## src/bfop_pkg.sv

```systemverilog
// constants, register map and field layout of the breaker failure and open pole block
package bfop_pkg;
  localparam int unsigned  BFOP_CLK_HZ        = 100_000_000;
  localparam int unsigned  BFOP_CUR_W         = 16;
  localparam int unsigned  BFOP_DLY_W         = 32;
  // current settings in units of 0.01 A
  localparam logic [15:0]  BFOP_PICKUP_RST    = 16'h0032;
  localparam logic [15:0]  BFOP_ARC_RST       = 16'h000A;
  localparam logic [15:0]  BFOP_UC_MIN        = 16'h0004;
  localparam logic [15:0]  BFOP_UC_MAX        = 16'h0050;
  localparam logic [15:0]  BFOP_UC_RST        = 16'h0004;
  // delays in milliseconds, with their reset values converted to clock cycles
  localparam int unsigned  BFOP_DELAY_MS      = 500;
  localparam int unsigned  BFOP_DROPOFF_MS    = 20;
  localparam int unsigned  BFOP_MS_CYCLES     = BFOP_CLK_HZ / 1000;
  localparam logic [31:0]  BFOP_DELAY_RST     = 32'(BFOP_DELAY_MS * BFOP_MS_CYCLES);
  localparam logic [31:0]  BFOP_DROPOFF_RST   = 32'(BFOP_DROPOFF_MS * BFOP_MS_CYCLES);
  // register byte offsets
  localparam logic [7:0]   BFOP_CTRL_OFF      = 8'h00;
  localparam logic [7:0]   BFOP_STATUS_OFF    = 8'h04;
  localparam logic [7:0]   BFOP_PU_1PH_OFF    = 8'h08;
  localparam logic [7:0]   BFOP_PU_3PH_OFF    = 8'h0C;
  localparam logic [7:0]   BFOP_PU_GND_OFF    = 8'h10;
  localparam logic [7:0]   BFOP_PU_ARC_OFF    = 8'h14;
  localparam logic [7:0]   BFOP_UC_A_OFF      = 8'h18;
  localparam logic [7:0]   BFOP_UC_B_OFF      = 8'h1C;
  localparam logic [7:0]   BFOP_UC_C_OFF      = 8'h20;
  localparam logic [7:0]   BFOP_T_1PH_OFF     = 8'h24;
  localparam logic [7:0]   BFOP_T_3PH_OFF     = 8'h28;
  localparam logic [7:0]   BFOP_T_NOLOAD_OFF  = 8'h2C;
  localparam logic [7:0]   BFOP_T_GND_OFF     = 8'h30;
  localparam logic [7:0]   BFOP_T_ARC_OFF     = 8'h34;
  localparam logic [7:0]   BFOP_T_DROP_OFF    = 8'h38;
  // control fields
  localparam int unsigned  BFOP_CTRL_BF_EN    = 0;
  localparam int unsigned  BFOP_CTRL_ARC_EN   = 1;
  localparam int unsigned  BFOP_CTRL_MODE     = 2;
  localparam int unsigned  BFOP_CTRL_CLR      = 3;
  localparam logic [3:0]   BFOP_CTRL_RST      = 4'h3;
  // status fields
  localparam int unsigned  BFOP_ST_FAIL       = 0;
  localparam int unsigned  BFOP_ST_LATCH      = 1;
  localparam int unsigned  BFOP_ST_ARC        = 2;
  localparam int unsigned  BFOP_ST_BF_EN      = 3;
  localparam int unsigned  BFOP_ST_ARC_EN     = 4;
  localparam int unsigned  BFOP_ST_POLE_A     = 5;
  localparam int unsigned  BFOP_ST_ONE        = 8;
  localparam int unsigned  BFOP_ST_ALL        = 9;
  localparam int unsigned  BFOP_ST_ANY        = 10;
  localparam int unsigned  BFOP_ST_STRAP      = 11;
  // position-input count modes
  typedef enum logic [0:0] {
    BFOP_MODE_3IN = 1'b0,
    BFOP_MODE_2IN = 1'b1
  } bfop_mode_type;
endpackage

```

## src/bfop_timer.sv

```systemverilog
// pick-up delay counter that restarts whenever its condition drops
`timescale 1ns/10ps
module bfop_timer
  import bfop_pkg::*;
#(
  parameter int unsigned W = BFOP_DLY_W
) (
  input  wire logic         pclk,
  input  wire logic         presetn,
  input  wire logic         sync_clr,
  input  wire logic         cond,
  input  wire logic [W-1:0] delay,
  output logic              expired
);
  logic [W-1:0] count_reg;

  if (W < 2) $error("bfop_timer width too small");

  always_ff @(posedge pclk or negedge presetn) begin
    if (!presetn) begin
      count_reg <= '0;
      expired   <= 1'b0;
    end else if (sync_clr || !cond) begin
      count_reg <= '0;
      expired   <= 1'b0;
    end else if (count_reg + W'(1) >= delay) begin
      expired   <= 1'b1;
    end else begin
      count_reg <= count_reg + W'(1);
    end
  end
endmodule

```

## src/bfop_top.sv

```systemverilog
// breaker failure, arc detector and open pole logic with apb registers
`timescale 1ns/10ps
module bfop_top
  import bfop_pkg::*;
#(
  parameter int unsigned CUR_W = BFOP_CUR_W
) (
  input  wire logic             pclk,
  input  wire logic             presetn,
  input  wire logic             psel,
  input  wire logic             penable,
  input  wire logic             pwrite,
  input  wire logic [7:0]       paddr,
  input  wire logic [31:0]      pwdata,
  output logic      [31:0]      prdata,
  output logic                  pready,
  output logic                  pslverr,
  input  wire logic             sync_reset,
  input  wire logic [CUR_W-1:0] cur_a,
  input  wire logic [CUR_W-1:0] cur_b,
  input  wire logic [CUR_W-1:0] cur_c,
  input  wire logic             ext_trip_pole_a,
  input  wire logic             ext_trip_pole_b,
  input  wire logic             ext_trip_pole_c,
  input  wire logic             ext_trip_all_poles,
  input  wire logic             contact_failure_start,
  input  wire logic             ground_failure_start,
  input  wire logic             latched_failure_clear,
  input  wire logic             failure_element_enable,
  input  wire logic             arc_enable,
  input  wire logic             all_poles_open_in,
  input  wire logic             some_pole_open_in,
  input  wire logic             pole_a_nc_contact,
  input  wire logic             pole_b_nc_contact,
  input  wire logic             pole_c_nc_contact,
  output logic                  failure_flag,
  output logic                  latched_failure_flag,
  output logic                  arc_flag,
  output logic                  failure_enabled,
  output logic                  arc_enabled,
  output logic      [2:0]       pole_open,
  output logic                  single_pole_open,
  output logic                  all_poles_open,
  output logic                  any_pole_open
);
  if (CUR_W < 8 || CUR_W > 16) $error("bfop_top current width out of range");
  // two-stage synchronisers for the pin inputs
  localparam int unsigned NS = 15;
  logic [NS-1:0] pin_raw;
  logic [NS-1:0] meta_reg;
  logic [NS-1:0] pin_reg;
  assign pin_raw = {sync_reset, ext_trip_pole_a, ext_trip_pole_b, ext_trip_pole_c, ext_trip_all_poles,
                    contact_failure_start, ground_failure_start, latched_failure_clear,
                    failure_element_enable, arc_enable, all_poles_open_in, some_pole_open_in,
                    pole_a_nc_contact, pole_b_nc_contact, pole_c_nc_contact};
  always_ff @(posedge pclk or negedge presetn) begin
    if (!presetn) begin
      meta_reg <= '0;
      pin_reg  <= '0;
    end else begin
      meta_reg <= pin_raw;
      pin_reg  <= meta_reg;
    end
  end
  logic s_srst, s_ta, s_tb, s_tc, s_t3, s_cst, s_gst, s_clr, s_bfen, s_arcen, s_and, s_or, s_na, s_nb, s_nc;
  assign {s_srst, s_ta, s_tb, s_tc, s_t3, s_cst, s_gst, s_clr, s_bfen, s_arcen, s_and, s_or,
          s_na, s_nb, s_nc} = pin_reg;

  // currents are sampled once so comparators see stable words
  logic [CUR_W-1:0] ia_reg, ib_reg, ic_reg;
  always_ff @(posedge pclk or negedge presetn) begin
    if (!presetn) begin
      ia_reg <= '0;
      ib_reg <= '0;
      ic_reg <= '0;
    end else begin
      ia_reg <= cur_a;
      ib_reg <= cur_b;
      ic_reg <= cur_c;
    end
  end

  // software registers
  logic [3:0]  ctrl_reg;
  logic [15:0] pu_1ph_reg, pu_3ph_reg, pu_gnd_reg, pu_arc_reg;
  logic [15:0] uc_a_reg, uc_b_reg, uc_c_reg;
  logic [31:0] t_1ph_reg, t_3ph_reg, t_nl_reg, t_gnd_reg, t_arc_reg, t_drop_reg;
  logic        wr_en;
  logic        mode_strap_reg;
  assign wr_en   = psel && penable && pwrite;
  assign pready  = 1'b1;

  function automatic logic [15:0] uc_clamp(input logic [15:0] v);
    uc_clamp = (v < BFOP_UC_MIN) ? BFOP_UC_MIN : ((v > BFOP_UC_MAX) ? BFOP_UC_MAX : v);
  endfunction

  always_ff @(posedge pclk or negedge presetn) begin
    if (!presetn) begin
      ctrl_reg   <= BFOP_CTRL_RST;
      pu_1ph_reg <= BFOP_PICKUP_RST;
      pu_3ph_reg <= BFOP_PICKUP_RST;
      pu_gnd_reg <= BFOP_PICKUP_RST;
      pu_arc_reg <= BFOP_ARC_RST;
      uc_a_reg   <= BFOP_UC_RST;
      uc_b_reg   <= BFOP_UC_RST;
      uc_c_reg   <= BFOP_UC_RST;
      t_1ph_reg  <= BFOP_DELAY_RST;
      t_3ph_reg  <= BFOP_DELAY_RST;
      t_nl_reg   <= BFOP_DELAY_RST;
      t_gnd_reg  <= BFOP_DELAY_RST;
      t_arc_reg  <= BFOP_DELAY_RST;
      t_drop_reg <= BFOP_DROPOFF_RST;
    end else begin
      ctrl_reg[BFOP_CTRL_CLR] <= 1'b0;
      if (wr_en) begin
        case (paddr)
          BFOP_CTRL_OFF:     ctrl_reg   <= pwdata[3:0];
          BFOP_PU_1PH_OFF:   pu_1ph_reg <= pwdata[15:0];
          BFOP_PU_3PH_OFF:   pu_3ph_reg <= pwdata[15:0];
          BFOP_PU_GND_OFF:   pu_gnd_reg <= pwdata[15:0];
          BFOP_PU_ARC_OFF:   pu_arc_reg <= pwdata[15:0];
          BFOP_UC_A_OFF:     uc_a_reg   <= uc_clamp(pwdata[15:0]);
          BFOP_UC_B_OFF:     uc_b_reg   <= uc_clamp(pwdata[15:0]);
          BFOP_UC_C_OFF:     uc_c_reg   <= uc_clamp(pwdata[15:0]);
          BFOP_T_1PH_OFF:    t_1ph_reg  <= pwdata;
          BFOP_T_3PH_OFF:    t_3ph_reg  <= pwdata;
          BFOP_T_NOLOAD_OFF: t_nl_reg   <= pwdata;
          BFOP_T_GND_OFF:    t_gnd_reg  <= pwdata;
          BFOP_T_ARC_OFF:    t_arc_reg  <= pwdata;
          BFOP_T_DROP_OFF:   t_drop_reg <= pwdata;
          default: ;
        endcase
      end
    end
  end

  // status marker that reads as one once reset has been released
  always_ff @(posedge pclk or negedge presetn) begin
    if (!presetn) mode_strap_reg <= 1'b0;
    else          mode_strap_reg <= 1'b1;
  end

  bfop_mode_type mode;
  assign mode = bfop_mode_type'(ctrl_reg[BFOP_CTRL_MODE]);

  // enables
  assign failure_enabled = s_bfen && ctrl_reg[BFOP_CTRL_BF_EN];
  assign arc_enabled     = s_arcen && ctrl_reg[BFOP_CTRL_ARC_EN];

  // level detectors
  function automatic logic over(input logic [CUR_W-1:0] i, input logic [15:0] lvl);
    over = 16'(i) > lvl;
  endfunction
  logic oa1, ob1, oc1, any1, all3, gnd_pu;
  assign oa1    = over(ia_reg, pu_1ph_reg);
  assign ob1    = over(ib_reg, pu_1ph_reg);
  assign oc1    = over(ic_reg, pu_1ph_reg);
  assign any1   = over(ia_reg, pu_3ph_reg) || over(ib_reg, pu_3ph_reg) || over(ic_reg, pu_3ph_reg);
  assign all3   = any1;
  assign gnd_pu = over(ia_reg, pu_gnd_reg) || over(ib_reg, pu_gnd_reg) || over(ic_reg, pu_gnd_reg);

  // start conditions
  logic three_start, c_1ph, c_3ph, c_nl, c_gnd, all_open_ind;
  assign three_start  = s_t3 || (s_ta && s_tb && s_tc);
  assign c_1ph        = failure_enabled && !three_start &&
                        ((s_ta && oa1) || (s_tb && ob1) || (s_tc && oc1));
  assign c_3ph        = failure_enabled && three_start && all3;
  assign all_open_ind = s_and || (s_na && s_nb && s_nc);
  assign c_nl         = failure_enabled && s_cst && !all_open_ind;
  assign c_gnd        = failure_enabled && s_gst && gnd_pu;

  logic srst;
  assign srst = s_srst;
  logic [4:0] exp_w;
  logic [3:0] cond_w;
  logic [31:0] dly_w [5];
  assign cond_w = {c_gnd, c_nl, c_3ph, c_1ph};
  assign dly_w[0] = t_1ph_reg;
  assign dly_w[1] = t_3ph_reg;
  assign dly_w[2] = t_nl_reg;
  assign dly_w[3] = t_gnd_reg;
  assign dly_w[4] = t_arc_reg;

  // internal arc: current above arc pickup on a pole whose open contact is active
  logic c_arc;
  assign c_arc = arc_enabled && ((s_na && over(ia_reg, pu_arc_reg)) || (s_nb && over(ib_reg, pu_arc_reg)) ||
                                 (s_nc && over(ic_reg, pu_arc_reg)));

  genvar g;
  generate
    for (g = 0; g < 4; g++) begin : g_tmr
      bfop_timer #(.W(BFOP_DLY_W)) u_tmr (
        .pclk     (pclk),
        .presetn  (presetn),
        .sync_clr (srst),
        .cond     (cond_w[g]),
        .delay    (dly_w[g]),
        .expired  (exp_w[g])
      );
    end
  endgenerate

  bfop_timer #(.W(BFOP_DLY_W)) u_arc (
    .pclk     (pclk),
    .presetn  (presetn),
    .sync_clr (srst),
    .cond     (c_arc),
    .delay    (dly_w[4]),
    .expired  (exp_w[4])
  );

  assign failure_flag = |exp_w[3:0];
  assign arc_flag     = exp_w[4];

  // latched flag: a new failure wins over a clear in the same cycle
  always_ff @(posedge pclk or negedge presetn) begin
    if (!presetn) begin
      latched_failure_flag <= 1'b0;
    end else if (failure_flag) begin
      latched_failure_flag <= 1'b1;
    end else if (s_clr || ctrl_reg[BFOP_CTRL_CLR] || srst) begin
      latched_failure_flag <= 1'b0;
    end
  end

  // open pole detector
  logic uc_a, uc_b, uc_c;
  assign uc_a = !over(ia_reg, uc_a_reg);
  assign uc_b = !over(ib_reg, uc_b_reg);
  assign uc_c = !over(ic_reg, uc_c_reg);

  logic [2:0] open_next;
  logic       all_raw;
  always_comb begin
    case (mode)
      BFOP_MODE_3IN: begin
        open_next = {s_nc && uc_c, s_nb && uc_b, s_na && uc_a};
      end
      BFOP_MODE_2IN: begin
        open_next = s_and ? {uc_c, uc_b, uc_a} :
                    (s_or ? {uc_c, uc_b, uc_a} : 3'h0);
      end
      default: open_next = 3'h0;
    endcase
    all_raw = (mode == BFOP_MODE_2IN) ? (s_and && uc_a && uc_b && uc_c) : (&open_next);
  end

  always_ff @(posedge pclk or negedge presetn) begin
    if (!presetn) pole_open <= 3'h0;
    else if (srst) pole_open <= 3'h0;
    else pole_open <= open_next;
  end

  // drop-off: output holds for the reset delay after the raw condition falls
  logic [31:0] drop_reg;
  always_ff @(posedge pclk or negedge presetn) begin
    if (!presetn) begin
      drop_reg       <= '0;
      all_poles_open <= 1'b0;
    end else if (srst) begin
      drop_reg       <= '0;
      all_poles_open <= 1'b0;
    end else if (all_raw) begin
      drop_reg       <= '0;
      all_poles_open <= 1'b1;
    end else if (all_poles_open) begin
      if (drop_reg + 32'h1 >= t_drop_reg) begin
        all_poles_open <= 1'b0;
        drop_reg       <= '0;
      end else begin
        drop_reg <= drop_reg + 32'h1;
      end
    end
  end

  assign any_pole_open    = |pole_open;
  assign single_pole_open = any_pole_open && !all_poles_open;

  // status read
  logic [31:0] status_w;
  always_comb begin
    status_w = '0;
    status_w[BFOP_ST_FAIL]   = failure_flag;
    status_w[BFOP_ST_LATCH]  = latched_failure_flag;
    status_w[BFOP_ST_ARC]    = arc_flag;
    status_w[BFOP_ST_BF_EN]  = failure_enabled;
    status_w[BFOP_ST_ARC_EN] = arc_enabled;
    status_w[BFOP_ST_POLE_A +: 3] = pole_open;
    status_w[BFOP_ST_ONE]    = single_pole_open;
    status_w[BFOP_ST_ALL]    = all_poles_open;
    status_w[BFOP_ST_ANY]    = any_pole_open;
    status_w[BFOP_ST_STRAP]  = mode_strap_reg;
  end

  logic hit;
  always_comb begin
    hit    = 1'b1;
    prdata = '0;
    case (paddr)
      BFOP_CTRL_OFF:     prdata = {28'h0, 1'b0, ctrl_reg[2:0]};
      BFOP_STATUS_OFF:   prdata = status_w;
      BFOP_PU_1PH_OFF:   prdata = {16'h0, pu_1ph_reg};
      BFOP_PU_3PH_OFF:   prdata = {16'h0, pu_3ph_reg};
      BFOP_PU_GND_OFF:   prdata = {16'h0, pu_gnd_reg};
      BFOP_PU_ARC_OFF:   prdata = {16'h0, pu_arc_reg};
      BFOP_UC_A_OFF:     prdata = {16'h0, uc_a_reg};
      BFOP_UC_B_OFF:     prdata = {16'h0, uc_b_reg};
      BFOP_UC_C_OFF:     prdata = {16'h0, uc_c_reg};
      BFOP_T_1PH_OFF:    prdata = t_1ph_reg;
      BFOP_T_3PH_OFF:    prdata = t_3ph_reg;
      BFOP_T_NOLOAD_OFF: prdata = t_nl_reg;
      BFOP_T_GND_OFF:    prdata = t_gnd_reg;
      BFOP_T_ARC_OFF:    prdata = t_arc_reg;
      BFOP_T_DROP_OFF:   prdata = t_drop_reg;
      default:           hit    = 1'b0;
    endcase
  end
  assign pslverr = psel && penable && !hit;
endmodule

```

## config.mk

```make
export PLATFORM = sky130hd
export DESIGN_NAME = bfop_top
export DESIGN_NICKNAME = d
export VERILOG_FILES = /design/src/bfop_pkg.sv /design/src/bfop_timer.sv /design/src/bfop_top.sv
export SDC_FILE = /design/constraint.sdc
export NUM_CORES = 2
export LEC_CHECK = 0
export BUFFER_PORTS_ARGS = -buffer_cell sky130_fd_sc_hd__buf_4
export CORE_MARGIN = 1.5
export CORE_UTILIZATION = 43
export DETAILED_ROUTE_END_ITERATION = 6
export PLACE_DENSITY = 0.66
export RECOVER_POWER = 25
export SYNTH_ARGS = -nofsm -noshare
export SYNTH_HDL_FRONTEND = slang
export SYNTH_HIERARCHICAL = 1
export SYNTH_SLANG_ARGS = --single-unit
```

## constraint.sdc

```tcl
create_clock -name pclk -period 10.2 [get_ports pclk]
set_input_delay 2.04 -clock pclk [delete_from_list [all_inputs] [get_ports pclk]]
set_output_delay 2.04 -clock pclk [all_outputs]
set_load 0.01 [all_outputs]
```

# After elaboration in Yosys (flattened, before gate mapping)
# Index checks and enable logic that the tools add are counted.
[totals]
ff_bits = 589
in_bits = 108
output_inout_bits = 45
word_cells = 211
[op_classes]
add_sub_neg = 6
n_lt_le_gt_ge = 23
eq_ne = 19
muxes = 41
n_bitwise = 1
reduce_logical = 86
[ops]
columns = ["op", "n"]
rows = [
  ["$pmux W32 S15", 1],
  ["$mux W32", 14],
  ["$gt A16 B16 Y1", 15],
  ["$add A32 B1 Y32 const B", 6],
  ["$ge A32 B32 Y1", 6],
  ["$eq A8 B6 Y1 const B", 7],
  ["$eq A8 B5 Y1 const B", 4],
  ["$mux W16", 2],
  ["$logic_and A1 B1 Y1", 31],
  ["$reduce_and A2 Y1", 14],
  ["$mux W1", 18],
  ["$logic_or A1 B1 Y1", 17],
  ["$eq A8 B4 Y1 const B", 2],
  ["$gt A16 B7 Y1 const B", 1],
  ["$lt A16 B3 Y1 const B", 1],
  ["$reduce_or A15 Y1", 1],
  ["$logic_not A1 Y1", 12],
  ["$reduce_bool A2 Y1", 6],
  ["$ne A2 B1 Y1 const B", 5],
  ["$mux W3", 3],
  ["$eq A8 B3 Y1 const B", 1],
  ["$logic_not A8 Y1", 1],
  ["$mux W4", 2],
  ["$pmux W3 S2", 1],
  ["5 further kinds", 5],
]

# Depth between registers and ports, before layout
[depth]
depth_word = 9
depth_mapped = 16
mapped_depth_nobuf = 16

# By module
# The synthesis kept the hierarchy.
[modules_own_cells]
columns = ["module", "instances", "cells_per_inst", "area_per_inst_um2", "seq_area_each_um2"]
rows = [
  ["bfop_top", 1, 2145, 23794.1, 10714.0],
  ["bfop_timer", 5, 356, 3015.4, 825.8],
]

# Worst setup path after synthesis
# Ideal clock, no wire load.
[synth_path]
kind = "input to output"
startpoint = "input paddr[7]"
endpoint = "output prdata[16]"
arrival_time_ns = 3.548
required_time_ns = 8.160
slack_ns = 4.612
stages = 7
path_buffers = 2
cell_sequence = "nor2_1 > nand2_1 > nor2_1 > clkbuf_1 > buf_1 > a22oi_1 > nand3_1"
[synth_between]
elab_chain_cells = 2
word_cells_on_any_way = 16
cone_classes = "eq/ne: 14; mux: 1; reduce/logical: 1"
[synth_lines]
columns = ["element", "line", "rtl"]
rows = [
  ["start, declared", "bfop_top.sv:13", "input wire logic [7:0] paddr,"],
  ["$eq A8 B6 Y1 (tied with other cells)", "bfop_top.sv:299", "case (paddr)"],
  ["$pmux W32 S15 (*)", "bfop_top.sv:299", ""],
  ["end, declared", "bfop_top.sv:15", "output logic [31:0] prdata,"],
]
# Mark *: on every way between the ends. The rest lies on a longest branch, timed or not.

# Final worst setup path
[layout_path]
startpoint = "input paddr[2]"
endpoint = "output prdata[3]"
# The elaborated chain is that of the path after synthesis.

==> key figures <==
Die
  • # IOs: 153
  • Die Width: 304 um
  • Core ar.: 89,700 um2
  • DIE HEIGHT: 304 um
  • Die area: 92,200 um2
  • Initial Util: 0.433
  • Row count: 110

Timing
  • Clock skew: 0.0278 ns
  • Fin Setup TNS: 0 ns
  • Fmax: 145 MHz
  • Actual slew at the worst max-slew pin: 4.94 ns
  • Hold WS: 0.347 ns
  • Final critical-path required period: 6.91 ns
  • RSZ-0062 raised after global routing: no
  • Fin. max-slew vios: 85
  • Fin crit share: 0.678
  • Setup slack after layout: 3.29 ns
  • Fin. Hold Viols: 0
  • Rel. slew slack: -2.29
  • Count of final setup violators: 0

Placed design
  • Dpl cells: 5,103
  • Place WS: 3.42 ns
  • DP Wirelength: 95.4 mm
  • Routability cong.: 0.989
  • IO buf count: 151

Clocking
  • Root Driver: clkbuf_16
  • Num CTS Buffers: 70
  • Post-CTS Setup Bufs: 0
  • Worst-Skew Late Latency: 0.64 ns
  • CTS hold repair buffers: 0
  • Clock slew seen by the registers of the worst setup and hold paths: 0.06 ns
  • Sink Count: 589
  • CTS tree: yes
  • Max Buffers Root-to-Sink: 3
  • CTS H-tree lvls: 3
  • Post_cts resized: 0

Logic synthesis
  • Cell taking the most area after synthesis: dfrtp_1
  • Synth top cells by count: dfrtp_1, ha_1, inv_1, a21oi_1, mux2_2
  • EDFF count, synth: 0
  • Seq/Total Area, Yosys: 0.382
  • Avg Cell Area, Syn: 9.90 um2
  • Syn. warnings: 6
  • Yosys cell types: 84
  • Post-synth ARST share: 1.00
  • Most frequent cell after synthesis: dfrtp_1
  • Top FF cell, synth: dfrtp_1
  • Synth Instances: 3,925
  • Yosys top cell area share: 0.326
  • Post-synthesis cell area: 38,900 um2
  • Seq cells post-synth: 589
  • Top cells by area, synth: dfrtp_1, ha_1, mux2_2, dfstp_2, a21oi_1

Power
  • Pwr/cell area: 129 nW/um2
  • Worst VDD drop: 99.2 uV
  • Pleak: 18.7 nW

Cells and area
  • Fillers: 8,334
  • P&R area growth vs syn: 11.8%
  • Max FFs per register: 128
  • Layout cell share with drive strength beyond 1: 0.181
  • Fin cells: 5,229
  • N_diodes: 0
  • Final net count: 4,545

Route
  • DRC viols: 8
  • Final ANT Viol Nets: 0
  • Via Count: 31,800
  • TritonRoute pass-1 iters: 7
  • Routed wire length: 126 mm
  • Routed WL per cell: 24.1 um
  • Avg Vias per Cell: 6.09
  • First-iteration detailed-routing DRC count: 3,376

Job
  • Max_cap viols: 1

Min path
  • Hold crit path type: reg -> reg
  • Hold path cells: 0
  • Hold path start: meta_reg[1]
  • Hold Path End: pin_reg[1]

Critical path
  • Worst setup EP type: output port
  • Worst Setup Start Kind: primary input
  • Reg2Reg Capture Point: u_arc/count_reg[5]
  • Reg-to-Reg Start: u_arc/count_reg[0]
  • Maximum fanout along the worst path: 34
  • Critical path required time: 8.16 ns
  • R2R setup slack: 5.22 ns
  • Reg2Reg Depth: 14
  • Worst EP arrival: 4.87 ns
  • Critical path type: in -> out

Global route
  • Vias in the first global route: 30,300
  • First-pass GRT wire length: 191 mm
  • Global route total overflow: 0
  • Initial antenna violation count: 4
  • GRT Overall Usage: 0.269
  • Largest net degree at the start of global routing: 162

Status
  • Status: finished, violations left
  • Violated checks: design-rule violations, max-capacitance violations, max-slew violations
## cell type report
| type | count | area, um2 | area share |
|---|---|---|---|
| Multi-Input combinational cell | 2826 | 22100 | 0.509 |
| Inverter | 326 | 1220 | 0.0282 |
| Clock inverter | 26 | 372 | 0.00855 |
| Clock buffer | 100 | 2030 | 0.0467 |
| Timing Repair Buffer | 186 | 1390 | 0.0320 |
| Sequential cell | 589 | 14800 | 0.342 |
| Tap cell | 1176 | 1470 | 0.0339 |
## cell families after synthesis
group | synth area share
and+or+nand+nor | 0.151
AOI/OAI and AO/OA | 0.155
DFF | 0.382
buffers and inverters | 0.0522
adders and majority gates | 0.141
muxes | 0.0755
xor gates and xnor gates | 0.0439
other | 0.0000965
## report_power, final
group          total (W)  switching [W]  internal [W]
sequential       0.00244      0.0000598       0.00238
combinational   0.000509       0.000352      0.000158
clock            0.00264        0.00105       0.00159
total            0.00559        0.00147       0.00413
## per-layer routing
layer	track usage	vias up	wire length [um]
li1	-	14700	-
met1	0.385	15800	56600
met2	0.408	1128	55700
met3	0.0545	227	9880
met4	0.0851	4	3890
met5	0	-	27
## worst max-delay path by stage
stage	from	end	slack [ns]	cells past startpoint
6_report	paddr[2]	prdata[3]	3.29	8
4_1_cts	paddr[7]	prdata[3]	3.42	8
3_3_place_gp	paddr[7]	prdata[3]	3.46	8
3_5_place_dp	paddr[7]	prdata[3]	3.42	8
5_1_grt	presetn	pin_reg[14]	2.32	3
2_1_floorplan	paddr[7]	prdata[16]	4.61	7
## critical path, cell delays in order
cell and delay, ns:
buf_4 0.12, nor3_1 0.50, nand2b_1 0.32, nor2_4 0.90
a22o_1 0.28, a221oi_1 0.05, nand4_1 0.42, buf_4 0.20
## through the flow
stage	utilization	power, W	instance area (um2)
3_3_place_gp	0.458	0.00297	41100
6_report	0.484	0.00559	43400
4_1_cts	0.484	0.00562	43500
3_5_place_dp	0.458	0.00298	41100
2_1_floorplan	-	0.00275	38900
5_1_grt	0.484	0.00578	43400
## layout by cell type, fill, tap and decap left out, types with 10 or more instances in the layout
cell type | Yosys | layout
clkbuf_16 | 0 | 72
o21a_1 | 23 | 23
a22oi_1 | 124 | 124
and3_1 | 32 | 31
a22o_1 | 15 | 15
nor4_4 | 10 | 10
or2_2 | 16 | 16
mux2_2 | 259 | 259
or3_1 | 24 | 24
xor2_1 | 27 | 27
nor4_1 | 17 | 17
a2111oi_0 | 10 | 10
o311ai_0 | 10 | 10
nand2b_1 | 42 | 42
clkbuf_1 | 120 | 21
nor2_2 | 6 | 12
clkbuf_4 | 0 | 59
a21oi_1 | 313 | 313
o211ai_1 | 12 | 12
a21o_1 | 51 | 51
clkinv_2 | 0 | 11
buf_4 | 21 | 121
o31ai_1 | 145 | 145
xnor2_1 | 164 | 164
dfstp_2 | 83 | 83
o311ai_1 | 10 | 10
nand4_1 | 125 | 125
and4_1 | 15 | 15
nor2_1 | 113 | 104
ha_1 | 438 | 438
o21ai_0 | 106 | 106
nand3_1 | 128 | 128
inv_1 | 320 | 320
or4_1 | 133 | 133
a221oi_1 | 37 | 37
nor2b_1 | 34 | 34
nor3_1 | 22 | 22
clkbuf_8 | 0 | 12
nand2_1 | 223 | 223
dfrtp_1 | 506 | 506
Power figures use the tool's default switching activity.
